===== src/common/pin_mux_pkg.sv =====
// Package: constants and carriers for the indicator/general I/O pin mux and serial pin pair
// Function
// - Indicator enable set routes the shared pin to the indicator function.
// - Indicator enable clear routes the shared pin to general I/O zero.
// - General I/O drives push-pull, open-drain, or acts as input per configuration.
// - Indicator buffer is push-pull or open-drain/open-source per function field.
// - Open-drain/open-source indicator polarity comes from the latched strap.
// - Strap 0 gives active-high indicator; strap 1 gives active-low.
// - Same strap sets port 1 crossover default: 0 off, 1 on.
// - Straps are captured at power-on reset and at both reset-pin assertion and reset-pin release.
// - EEPROM loader may replace latched strap values afterwards.
// - EEPROM access drives serial clock open-drain and samples it.
// - Slave mode: serial clock is input only, never driven.
// - Slave mode: serial data is bidirectional open-drain.
package pin_mux_pkg;

  localparam logic STRAP_RESET_VALUE = 1'h0;
  localparam logic [1:0] SYNC_RESET_VALUE = 2'h0;

  // Indicator function field: 0 push-pull, 1 open-drain/open-source
  localparam logic IND_FUN_PUSH_PULL = 1'h0;

  typedef enum logic [1:0] {
    GIO_INPUT      = 2'h0,
    GIO_PUSH_PULL  = 2'h1,
    GIO_OPEN_DRAIN = 2'h2
  } gio_mode_t;

  typedef enum logic [2:0] {
    SER_IDLE   = 3'h1,
    SER_EEPROM = 3'h2,
    SER_SLAVE  = 3'h4
  } ser_mode_t;

  typedef struct packed {
    logic      indicator_enable;
    logic      indicator_open_drain;
    gio_mode_t gio_mode;
    logic      gio_out_value;
  } pin_cfg_t;

  typedef struct packed {
    logic pin_out;
    logic pin_oe_n;
  } pad_drive_t;

endpackage


===== src/hdl/led_gpio_strap_pin_mux.sv =====
// Module: shared indicator/general I/O pin mux, strap latch and serial management pin steering
`timescale 1ns/1ns
module led_gpio_strap_pin_mux
(
  input  wire logic                   core_clk,
  input  wire logic                   sys_rst,
  input  wire logic                   reset_input_low,
  input  wire pin_mux_pkg::pin_cfg_t  indicator_config_reg,
  input  wire logic                   indicator_out_zero,
  output logic                        general_io_zero,
  input  wire logic                   shared_pin_in,
  output pin_mux_pkg::pad_drive_t     shared_pin,
  output logic                        port1_crossover_default,
  output logic                        strap_polarity,
  input  wire logic                   loader_override_valid,
  input  wire logic                   loader_override_value,
  input  wire logic                   serial_eeprom_active,
  input  wire logic                   serial_slave_mode,
  input  wire logic                   eeprom_clock_out,
  input  wire logic                   eeprom_data_out,
  input  wire logic                   slave_data_out,
  output logic                        eeprom_serial_clock,
  output logic                        eeprom_serial_data,
  input  wire logic                   serial_clock_pin_in,
  input  wire logic                   serial_data_pin_in,
  output pin_mux_pkg::pad_drive_t     serial_clock_pin,
  output pin_mux_pkg::pad_drive_t     serial_data_pin
);
  import pin_mux_pkg::*;

  ////////////////////////////////////////////////////////////////////////////////
  typedef struct packed {
    logic [1:0] pin_sync;
    logic [1:0] rst_pin_sync;
    logic [1:0] scl_sync;
    logic [1:0] sda_sync;
    logic       strap;
    logic       capture_pending;
    logic       gio_in;
    ser_mode_t  ser_mode;
  } state_t;

  state_t cur;
  state_t next_cur;

  ////////////////////////////////////////////////////////////////////////////////
  // Open-drain helper: drive low means enable low, otherwise release
  function automatic pad_drive_t open_drain(input logic level);
    pad_drive_t d;
    d.pin_out  = 1'h0;
    d.pin_oe_n = level;
    return d;
  endfunction

  always_comb
  begin
    next_cur              = cur;
    next_cur.pin_sync     = {cur.pin_sync[0], shared_pin_in};
    next_cur.rst_pin_sync = {cur.rst_pin_sync[0], reset_input_low};
    next_cur.scl_sync     = {cur.scl_sync[0], serial_clock_pin_in};
    next_cur.sda_sync     = {cur.sda_sync[0], serial_data_pin_in};
    next_cur.gio_in       = cur.pin_sync[1];
    // Strap taken from the pad sync, which has followed the released pin through reset
    if (cur.capture_pending)
    begin
      next_cur.strap           = cur.pin_sync[1];
      next_cur.capture_pending = 1'h0;
    end
    else if (cur.rst_pin_sync[1] && !cur.rst_pin_sync[0])
    begin
      next_cur.capture_pending = 1'h1;
    end
    else if (!cur.rst_pin_sync[1] && cur.rst_pin_sync[0])
    begin
      next_cur.capture_pending = 1'h1;
    end
    else if (loader_override_valid)
    begin
      next_cur.strap = loader_override_value;
    end
    // Slave mode wins when both are requested, as the master owns the bus
    if (serial_slave_mode)
      next_cur.ser_mode = SER_SLAVE;
    else if (serial_eeprom_active)
      next_cur.ser_mode = SER_EEPROM;
    else
      next_cur.ser_mode = SER_IDLE;
  end

  always_ff @(posedge core_clk)
  begin
    if (sys_rst)
    begin
      cur                 <= '0;
      // Shared-pin and reset-pin syncs keep shifting through reset: a cleared sync would latch a false strap
      // and fake a reset-pin release edge. Limitation: reset must last three edges or more.
      cur.pin_sync        <= next_cur.pin_sync;
      cur.rst_pin_sync    <= next_cur.rst_pin_sync;
      cur.scl_sync        <= SYNC_RESET_VALUE;
      cur.sda_sync        <= SYNC_RESET_VALUE;
      cur.strap           <= STRAP_RESET_VALUE;
      cur.capture_pending <= 1'h1;
      cur.ser_mode        <= SER_IDLE;
    end
    else
    begin
      cur <= next_cur;
    end
  end

  ////////////////////////////////////////////////////////////////////////////////
  // Shared pin drive
  always_comb
  begin
    shared_pin = '{pin_out: 1'h0, pin_oe_n: 1'h1};
    if (cur.capture_pending)
      shared_pin = '{pin_out: 1'h0, pin_oe_n: 1'h1};
    else if (indicator_config_reg.indicator_enable)
    begin
      if (indicator_config_reg.indicator_open_drain == IND_FUN_PUSH_PULL)
        shared_pin = '{pin_out: indicator_out_zero, pin_oe_n: 1'h0};
      else
        // Drive only the active level; strap 1 sinks (active low), strap 0 sources
        shared_pin = '{pin_out: ~cur.strap, pin_oe_n: ~indicator_out_zero};
    end
    else
    begin
      unique case (indicator_config_reg.gio_mode)
        GIO_PUSH_PULL:  shared_pin = '{pin_out: indicator_config_reg.gio_out_value, pin_oe_n: 1'h0};
        GIO_OPEN_DRAIN: shared_pin = open_drain(indicator_config_reg.gio_out_value);
        default:        shared_pin = '{pin_out: 1'h0, pin_oe_n: 1'h1};
      endcase
    end
  end

  assign general_io_zero         = cur.gio_in;
  assign port1_crossover_default = cur.strap;
  assign strap_polarity          = cur.strap;

  ////////////////////////////////////////////////////////////////////////////////
  // Serial pin pair steering
  always_comb
  begin
    serial_clock_pin = '{pin_out: 1'h0, pin_oe_n: 1'h1};
    serial_data_pin  = '{pin_out: 1'h0, pin_oe_n: 1'h1};
    unique case (cur.ser_mode)
      SER_EEPROM:
      begin
        serial_clock_pin = open_drain(eeprom_clock_out);
        serial_data_pin  = open_drain(eeprom_data_out);
      end
      SER_SLAVE:
      begin
        serial_clock_pin = '{pin_out: 1'h0, pin_oe_n: 1'h1};
        serial_data_pin  = open_drain(slave_data_out);
      end
      SER_IDLE:
      begin
        serial_clock_pin = '{pin_out: 1'h0, pin_oe_n: 1'h1};
      end
      default:
      begin
        serial_clock_pin = '{pin_out: 1'h0, pin_oe_n: 1'h1};
      end
    endcase
  end

  assign eeprom_serial_clock = cur.scl_sync[1];
  assign eeprom_serial_data  = cur.sda_sync[1];

  ////////////////////////////////////////////////////////////////////////////////
  a_led_route_pp: assert property (@(posedge core_clk) disable iff (sys_rst)
    (!cur.capture_pending && indicator_config_reg.indicator_enable && !indicator_config_reg.indicator_open_drain)
    |-> (!shared_pin.pin_oe_n && shared_pin.pin_out == indicator_out_zero))
    else $error("indicator push-pull drive wrong");
  a_gio_route: assert property (@(posedge core_clk) disable iff (sys_rst)
    (!cur.capture_pending && !indicator_config_reg.indicator_enable && indicator_config_reg.gio_mode == GIO_PUSH_PULL)
    |-> (shared_pin.pin_out == indicator_config_reg.gio_out_value && !shared_pin.pin_oe_n))
    else $error("general io push-pull drive wrong");
  a_gio_input: assert property (@(posedge core_clk) disable iff (sys_rst)
    (!indicator_config_reg.indicator_enable && indicator_config_reg.gio_mode == GIO_INPUT) |-> shared_pin.pin_oe_n)
    else $error("general io input is driven");
  a_gio_od_high: assert property (@(posedge core_clk) disable iff (sys_rst)
    (!indicator_config_reg.indicator_enable && indicator_config_reg.gio_mode == GIO_OPEN_DRAIN)
    |-> (shared_pin.pin_out == 1'h0 && shared_pin.pin_oe_n == indicator_config_reg.gio_out_value))
    else $error("general io open-drain drive wrong");
  a_led_od_pol: assert property (@(posedge core_clk) disable iff (sys_rst)
    (!cur.capture_pending && indicator_config_reg.indicator_enable && indicator_config_reg.indicator_open_drain
     && indicator_out_zero) |-> (!shared_pin.pin_oe_n && shared_pin.pin_out == !strap_polarity))
    else $error("indicator open-drain polarity wrong");
  a_led_od_off: assert property (@(posedge core_clk) disable iff (sys_rst)
    (!cur.capture_pending && indicator_config_reg.indicator_enable && indicator_config_reg.indicator_open_drain
     && !indicator_out_zero) |-> shared_pin.pin_oe_n)
    else $error("indicator open-drain not released when off");
  a_strap_mdix: assert property (@(posedge core_clk) disable iff (sys_rst)
    cur.capture_pending |=> (port1_crossover_default == $past(cur.pin_sync[1])))
    else $error("crossover default not taken from strap");
  a_strap_capture: assert property (@(posedge core_clk) disable iff (sys_rst)
    cur.capture_pending |=> (strap_polarity == $past(cur.pin_sync[1])))
    else $error("strap not captured");
  a_strap_override: assert property (@(posedge core_clk) disable iff (sys_rst)
    (!cur.capture_pending && cur.rst_pin_sync[1] == cur.rst_pin_sync[0] && loader_override_valid)
    |=> strap_polarity == $past(loader_override_value))
    else $error("loader override lost");
  a_strap_stable: assert property (@(posedge core_clk) disable iff (sys_rst)
    (!cur.capture_pending && !loader_override_valid) |=> $stable(strap_polarity))
    else $error("strap changed without cause");
  a_eeprom_scl: assert property (@(posedge core_clk) disable iff (sys_rst)
    (serial_eeprom_active && !serial_slave_mode) ##1 (serial_eeprom_active && !serial_slave_mode && !eeprom_clock_out)
    |-> !serial_clock_pin.pin_oe_n)
    else $error("eeprom clock not pulled low");
  a_slave_scl: assert property (@(posedge core_clk) disable iff (sys_rst)
    cur.ser_mode == SER_SLAVE |-> serial_clock_pin.pin_oe_n)
    else $error("slave clock driven");
  a_slave_sda: assert property (@(posedge core_clk) disable iff (sys_rst)
    (cur.ser_mode == SER_SLAVE) |-> (serial_data_pin.pin_oe_n == slave_data_out && !serial_data_pin.pin_out))
    else $error("slave data drive wrong");

  c_led_od: cover property (@(posedge core_clk) disable iff (sys_rst)
    indicator_config_reg.indicator_enable && indicator_config_reg.indicator_open_drain && strap_polarity);
  c_reset_pin: cover property (@(posedge core_clk) disable iff (sys_rst) cur.capture_pending ##1 !cur.capture_pending);
  c_override: cover property (@(posedge core_clk) disable iff (sys_rst) loader_override_valid);
  c_slave: cover property (@(posedge core_clk) disable iff (sys_rst) cur.ser_mode == SER_SLAVE);

endmodule // led_gpio_strap_pin_mux


===== config.mk =====
export PLATFORM = sky130hd
export DESIGN_NAME = led_gpio_strap_pin_mux
export DESIGN_NICKNAME = d
export VERILOG_FILES = /design/src/common/pin_mux_pkg.sv /design/src/hdl/led_gpio_strap_pin_mux.sv
export SDC_FILE = /design/constraint.sdc
export NUM_CORES = 1
export LEC_CHECK = 0
export BUFFER_PORTS_ARGS = -buffer_cell sky130_fd_sc_hd__buf_2
export CORE_AREA = 2 2 41 43
export CTS_CLUSTER_DIAMETER = 150
export DETAILED_ROUTE_END_ITERATION = 7
export DIE_AREA = 0 0 43 45
export PLACE_DENSITY_LB_ADDON = 0.12
export SETUP_SLACK_MARGIN = 0.02
export SLEW_MARGIN = 20
export SYNTH_ARGS = -nofsm -noshare
export SYNTH_HDL_FRONTEND = slang
export SYNTH_SLANG_ARGS = --single-unit
export TNS_END_PERCENT = 5

===== constraint.sdc =====
create_clock -name core_clk -period 2.2 [get_ports core_clk]
set_clock_uncertainty 0.1 [all_clocks]
set_input_delay 0.22 -clock core_clk [delete_from_list [all_inputs] [get_ports core_clk]]
set_output_delay 0.22 -clock core_clk [all_outputs]
set_load 0.1 [all_outputs]

### After elaboration in Yosys (flattened, before gate mapping)

Cells that the tools add are included.

| operators by class | value |
|---|---|
| equality and inequality tests | 6 |
| mux-type cells | 14 |
| bitwise operators | 2 |
| reduce and logical (&&, ||, !) cells | 7 |

Operator list:

| operator | count |
|---|---|
| two-way mux 2 bit | 5 |
| two-way mux 1 bit | 6 |
| inequality test 2 bit (second input constant) | 2 |
| one-hot mux 2 bit (2 select lines) | 1 |
| == test 3 x 2 -> 1 bit (second input constant) | 1 |
| == test 3 bit (second input constant) | 1 |
| two-way mux 3 bit | 1 |
| AND reduction 3 bit | 1 |
| == test 2 x 1 -> 1 bit (second input constant) | 1 |
| == test 2 bit (second input constant) | 1 |
| logical AND 1 bit | 2 |
| logical NOT 1 bit | 2 |
| inverter 1 bit | 2 |
| one-hot mux 1 bit (2 select lines) | 1 |
| nonzero test 2 bit | 1 |
| OR reduction 2 bit | 1 |

| word-level totals | value |
|---|---|
| register bits after elaboration | 14 |
| input bits | 19 |
| output and inout bits | 11 |
| logic and storage cells | 38 |

### Logic depth before layout (Yosys ltp)

Gate-level depths: netlist of the first run.

| depth | value |
|---|---|
| depth in word-level cells | 5 |
| depth in mapped cells | 5 |
| mapped depth without buffers | 5 |

### Least setup slack after synthesis of the first run

No wires, ideal clock.

| path | value |
|---|---|
| kind | input -> output |
| start | in indicator_config_reg[1] in the netlist's numbering |
| end | out shared_pin[0] in the netlist's numbering |
| data arrival time | 2.660 ns |
| data required time | 1.880 ns |
| path slack | -0.780 ns |
| cell stages on the path | 5 |
| buffers on the path | 0 |
| path through | inv_1 -> ha_1 -> nor2_1 -> a21oi_1 -> o21ai_0 |

RTL lines:

| what | line | source |
|---|---|---|
| start: declaration | led_gpio_strap_pin_mux.sv:8 | `input wire pin_mux_pkg::pin_cfg_t indicator_config_reg,` |
| end: declaration | led_gpio_strap_pin_mux.sv:12 | `output pin_mux_pkg::pad_drive_t shared_pin,` |

==> results of run 1 <==
## through the flow
stage / cells / hold slack, ns / util (%) / area, µm² / setup WS [ns]
detailed placement: 97 / 0.216 / 47.7 / 702 / 0.526
CTS: 103 / 0.0151 / 51.5 / 758 / 0.450
finish: 103 / 0.0246 / 51.5 / 758 / 0.478
global route: 103 / 0.00918 / 51.5 / 758 / 0.381
global placement: 97 / 0.210 / 47.7 / 702 / 0.539
floorplan: 57 / 0.148 / - / 569 / -0.0242
## sequential cells by signal, indices dropped and copies added (netlist names)
register / flops
general_io_zero: 1
eeprom_serial_clock: 1
eeprom_serial_data: 1
port1_crossover_default: 1
cur: 10
## kinds of logic after synthesis
family / Yosys count / synth area share [%]
flip-flops: 14 / 49.9
multiplexers: 1 / 1.78
AND/OR/NAND/NOR: 18 / 20.3
AO/OA/AOI/OAI: 9 / 10.5
buffers and inverters: 9 / 8.02
other: 1 / 0.668
adder cells (fa/ha/maj): 4 / 8.91
## layout by cell type, fill, tap and decap left out, types with 2 or more instances in the layout
master         count
dfxtp_1           14
buf_2             27
conb_1             2
clkbuf_4           3
nor2b_1            8
a21oi_1            2
ha_1               4
dlygate4sd3_1      2
nor2_1             4
o21bai_1           2
inv_1              6
nor3b_1            2
## how the worst max path moves through the flow
stage / slack, ns / from / to
after CTS: 0.45 / cur[2]$_SDFF_PP0_ / serial_data_pin[0]
after floorplan: -0.02 / indicator_config_reg[1] / shared_pin[0]
final: 0.48 / cur[2]$_SDFF_PP0_ / serial_data_pin[0]
after global routing: 0.38 / cur[2]$_SDFF_PP0_ / serial_data_pin[0]
after global placement: 0.54 / indicator_config_reg[1] / shared_pin[1]
after detailed placement: 0.53 / indicator_config_reg[1] / shared_pin[1]
## final cells by class
class,count,area (µm²)
Fill cell,158,713
Sequential cell,14,280
Multi-Input combinational cell,34,244
Timing Repair Buffer,29,155
Clock buffer,4,36.3
Inverter,6,22.5
Tap cell,16,20.0
## power groups by stage
stage | sequential (mW) | clock, mW | combinational, mW
after floorplan | 0.310 | 0 | 0.0854
after global placement | 0.281 | 0 | 0.140
after detailed placement | 0.281 | 0 | 0.142
after CTS | 0.275 | 0.182 | 0.144
after global routing | 0.277 | 0.194 | 0.152
final | 0.275 | 0.175 | 0.143
## routing by layer
layer / vias to the layer above / wire, µm
li1: 242 / -
met1: 186 / 348
met2: 18 / 400
met3: 0 / 88
met4: 0 / 0
met5: - / 0
==> impl_metrics.toml, run 1 <==
[run_status]
status = "finished, final reports clean"

[min_path]
hold-path-endpoint = "cur[1]$_SDFF_PP0_"
hp-start = "serial_slave_mode"
hold_class = "primary input to flop"
hold_depth = 2

[floorplanning]
die_height_um = 45
rows = 14
io_pins = 30
dieWidth_um = 43
fp.coreArea_um2 = 1470
die_area_um2 = 1940
start_util_pct = 38.2

[sta]
rsz0062_at_grt = "false"
min_period_over_period_pct = 78.3
setup_tns_ns = 0
hold_viol = 0
slew_violations = 0
post-route-min-period_ns = 1.72
clock.fmax_mhz = 581
setup_violations = 0

[worst_setup_path]
end_kind = "output pin"
critPathMaxFanout = 3
r2r_cells = 5
rrSetupSlack_ns = 0.85
max_stage_delay_ns = 0.34
crit_path_start_kind = "flop"
rr_endpoint = "port1_crossover_default$_SDFFE_PP0P_"
required_ns = 1.88
crit_chain = "nor3b_1, a21oi_1, or2_2, buf_2"
cp.arrival_ns = 1.40
r2r-start = "cur[10]$_DFF_P_"
cp_slowest_cell = "dfxtp_1"
crit_type = "flop to output pin"
cp.depth = 4
crit_family = "simple AND/OR/NAND/NOR gates"
cp_num_buf_inv = 1

[job]
max_cap_violations = 0

[global_routing]
grt-busiest-layer = "met2"
grt_pass1_vias = 328
grt.met2_usage_pct = 14.5
gr-usage-met1_pct = 9.25
antenna_found_initial = 0
grt_pass1_wl_um = 1230
grt_use_met3_pct = 6.00
grt_usage_pct = 8.98
overflow = 0
grt_max_degree = 11

[placement]
port_buffers = 27
dp.final_hpwl_um = 683
gp_congestion = 0.580

[clock_network]
holdBufCountCts = 2
insertion_delay_ns = 0.27
cts_tree = "built"
clock_sinks = 14
cts.path.max_buffers = 2
cts_resized = 0
clk_pin_slew_ns = 0.08
htree_levels = 1
post_cts_buffers = 0
root_buffer = "clkbuf_4"
cts_buffers = 3

[power_and_ir_drop]
pwr-share-seq_pct = 46.4
combPwrFrac_pct = 24.1
swShare_pct = 31.7
power_frac_clock_pct = 29.5
cellLeakagePower_nw = 0.380
p_sw_uw = 188
power_density_nw_per_um2 = 782
p_total_uw = 593
p_int_uw = 405
peakVddDrop_mv = 0.412

[synth]
netlist_instances = 56
seq_area_frac_synth_pct = 49.9
synth_area_leaders = "dfxtp_1, ha_1, nor2b_1"
synth_top_area_share_pct = 49.9
synth_edf_count = 0
synth.most_common_cell = "dfxtp_1"
yosys_warnings = 0
syn_area_per_cell_um2 = 10.0
synthArstFlopShare_pct = 0
synthesis.area_um2 = 562
synthDistinctLibCells = 18
ys_ff_latch = 14
synth_top_area_cell = "dfxtp_1"
ys.flop_type = "dfxtp_1"
ys_top_cells_by_count = "dfxtp_1, nor2b_1, inv_1, ha_1, nor2_1"

[drt]
drtIter0Drc = 3
drc_errors = 0
vias_per_cell = 4.33
drt_pass1_iterations = 2
routed_wl_um = 837
avgRoutedWirePerCell_um = 8.13
num_vias = 446
drtAntennaViolNets = 0

[cells_and_area]
layout-drive-gt1-share_pct = 40.2
insertedDiodeCount = 0
fin_nets = 111
area_growth_pct = 35.0
Note: power is estimated with default switching activity, not from simulation.
==> inputs of run 2 (changes only) <==
Clock period 2.2 ns to 1.6 ns, I/O delays scaled along.
==> run 2 against run 1 <==
Die area did not move; sequential power grew 38%; combinational power is 58% higher; first-iteration DRC count shrank 33%; hold slack gained 0.045 ns; final area up 14%; clock-buffer cell count down 1; worst setup slack worse by 0.45 ns; clock power rose by 6%; critical path type unchanged; critical endpoint is now serial_clock_pin[0].
==> impl_metrics.toml, run 2 (same netlist as run 1, synthesis figures left out) <==
[drt]
drc_errors = 0
avgRoutedWirePerCell_um = 9.29
vias_per_cell = 4.37
routed_wl_um = 985
num_vias = 463
drtIter0Drc = 2
drtAntennaViolNets = 0
drt_pass1_iterations = 2

[cells_and_area]
layout_commonest_cell = "buf_2"
area_growth_pct = 53.5
fin_nets = 115
regMostFlops = "cur"
insertedDiodeCount = 0
largest_reg_flops = 10
layout-drive-gt1-share_pct = 43.3
mostFrequentLayoutCells = "buf_2, dfxtp_1, nor2b_1"

[worst_setup_path]
required_ns = 1.34
crit_type = "flop to output pin"
rrSetupSlack_ns = 0.26
r2r-start = "cur[10]$_DFF_P_"
critPathMaxFanout = 3
crit_chain = "or4b_4, buf_12"
max_stage_delay_ns = 0.53
r2r_cells = 5
end_kind = "output pin"
rr_endpoint = "port1_crossover_default$_SDFFE_PP0P_"
cp_slowest_cell = "or4b_4"
cp.arrival_ns = 1.31
crit_path_start_kind = "flop"

[global_routing]
grt_pass1_wl_um = 1730
overflow = 0
antenna_found_initial = 0
grt_usage_pct = 12.6
grt_pass1_vias = 462
grt_max_degree = 11

[min_path]
hold_class = "primary input to flop"
hold_depth = 2
hold-path-endpoint = "port1_crossover_default$_SDFFE_PP0P_"
hp-start = "sys_rst"

[power_and_ir_drop]
peakVddDrop_mv = 0.509
cellLeakagePower_nw = 0.423
p_total_uw = 791
power_density_nw_per_um2 = 918

[sta]
rsz0062_at_grt = "true"
clock.fmax_mhz = 637
post-route-min-period_ns = 1.57
min_period_over_period_pct = 98.1
hold_viol = 0
setup_violations = 0
setup_tns_ns = 0
setup_ws_ns = 0.0300
slew_violations = 0
fin_hold_ws_ns = 0.0698

[placement]
pre_cts_ws_ns = 0.217
dp.final_hpwl_um = 717
port_buffers = 27
gp_congestion = 0.599

[clock_network]
cts_buffers = 3
clock_sinks = 14
clk_pin_slew_ns = 0.07
post_cts_buffers = 0
insertion_delay_ns = 0.27
root_buffer = "clkbuf_4"
cts_tree = "built"
htree_levels = 1
cts.path.max_buffers = 2

[floorplanning]
start_util_pct = 38.2
rows = 14
fp.coreArea_um2 = 1470
die_area_um2 = 1940
dieWidth_um = 43
die_height_um = 45
io_pins = 30

[job]
max_cap_violations = 0

[run_status]
status = "finished, final reports clean"
## run 2: changes by cell type in the layout (fill, tap and decap cells not counted), sizes merged
cell / change
dlygate4sd3: +4
clkbuf: -1
## run 2: worst max-delay path, delay by kind of cell, from the launching register on
kind	cells	cell delay (ns)
and+or+nand+nor	1	0.53
buffers and inverters	1	0.18
DFF	1	0.33
## run 2: worst max-delay path by stage
stage | from | endpoint | slack, ns
after floorplan | port1_crossover_default$_SDFFE_PP0P_ | shared_pin[1] | -0.50
after global placement | indicator_config_reg[1] | shared_pin[1] | 0.23
after detailed placement | indicator_config_reg[1] | shared_pin[1] | 0.22
after CTS | cur[0]$_SDFF_PP1_ | serial_clock_pin[0] | 0.02
after global routing | cur[2]$_SDFF_PP0_ | serial_clock_pin[0] | -0.02
final | cur[2]$_SDFF_PP0_ | serial_clock_pin[0] | 0.03
## run 2: final cells by class
type                       instances  area [µm²]
multi-input combinational         34         259
clock buffer                       3        22.5
tap                               16        20.0
timing repair buffer              33         255
fill                             145         609
sequential                        14         283
inverter                           6        22.5
## run 2: metrics by stage
stage	area, µm²	cells	util (%)
CTS	857	106	58.2
global placement	736	97	50.0
detailed placement	736	97	50.0
finish	862	106	58.6
floorplan	573	57	-
global route	862	106	58.6
## run 2: power by group
| group | internal [mW] | total (mW) | switching [mW] |
|---|---|---|---|
| clock network | 0.0871 | 0.186 | 0.0987 |
| logic | 0.0731 | 0.226 | 0.153 |
| registers | 0.369 | 0.380 | 0.0110 |
## run 2: per-layer routing
| metal | track usage [%] | vias up | wire, µm |
|---|---|---|---|
| met5 | 0 | - | 0 |
| met4 | 5.45 | 0 | 0 |
| met3 | 7.20 | 0 | 84 |
| met2 | 23.9 | 18 | 529 |
| met1 | 10.8 | 199 | 371 |
| li1 | - | 246 | - |
## run 2: repair_timing
item,in CTS,in global routing
hold buffers,6,0
resized for setup,10,3
hold endpoints to repair,6,0
pin swaps,0,2
endpoints found under the setup margin,2,2
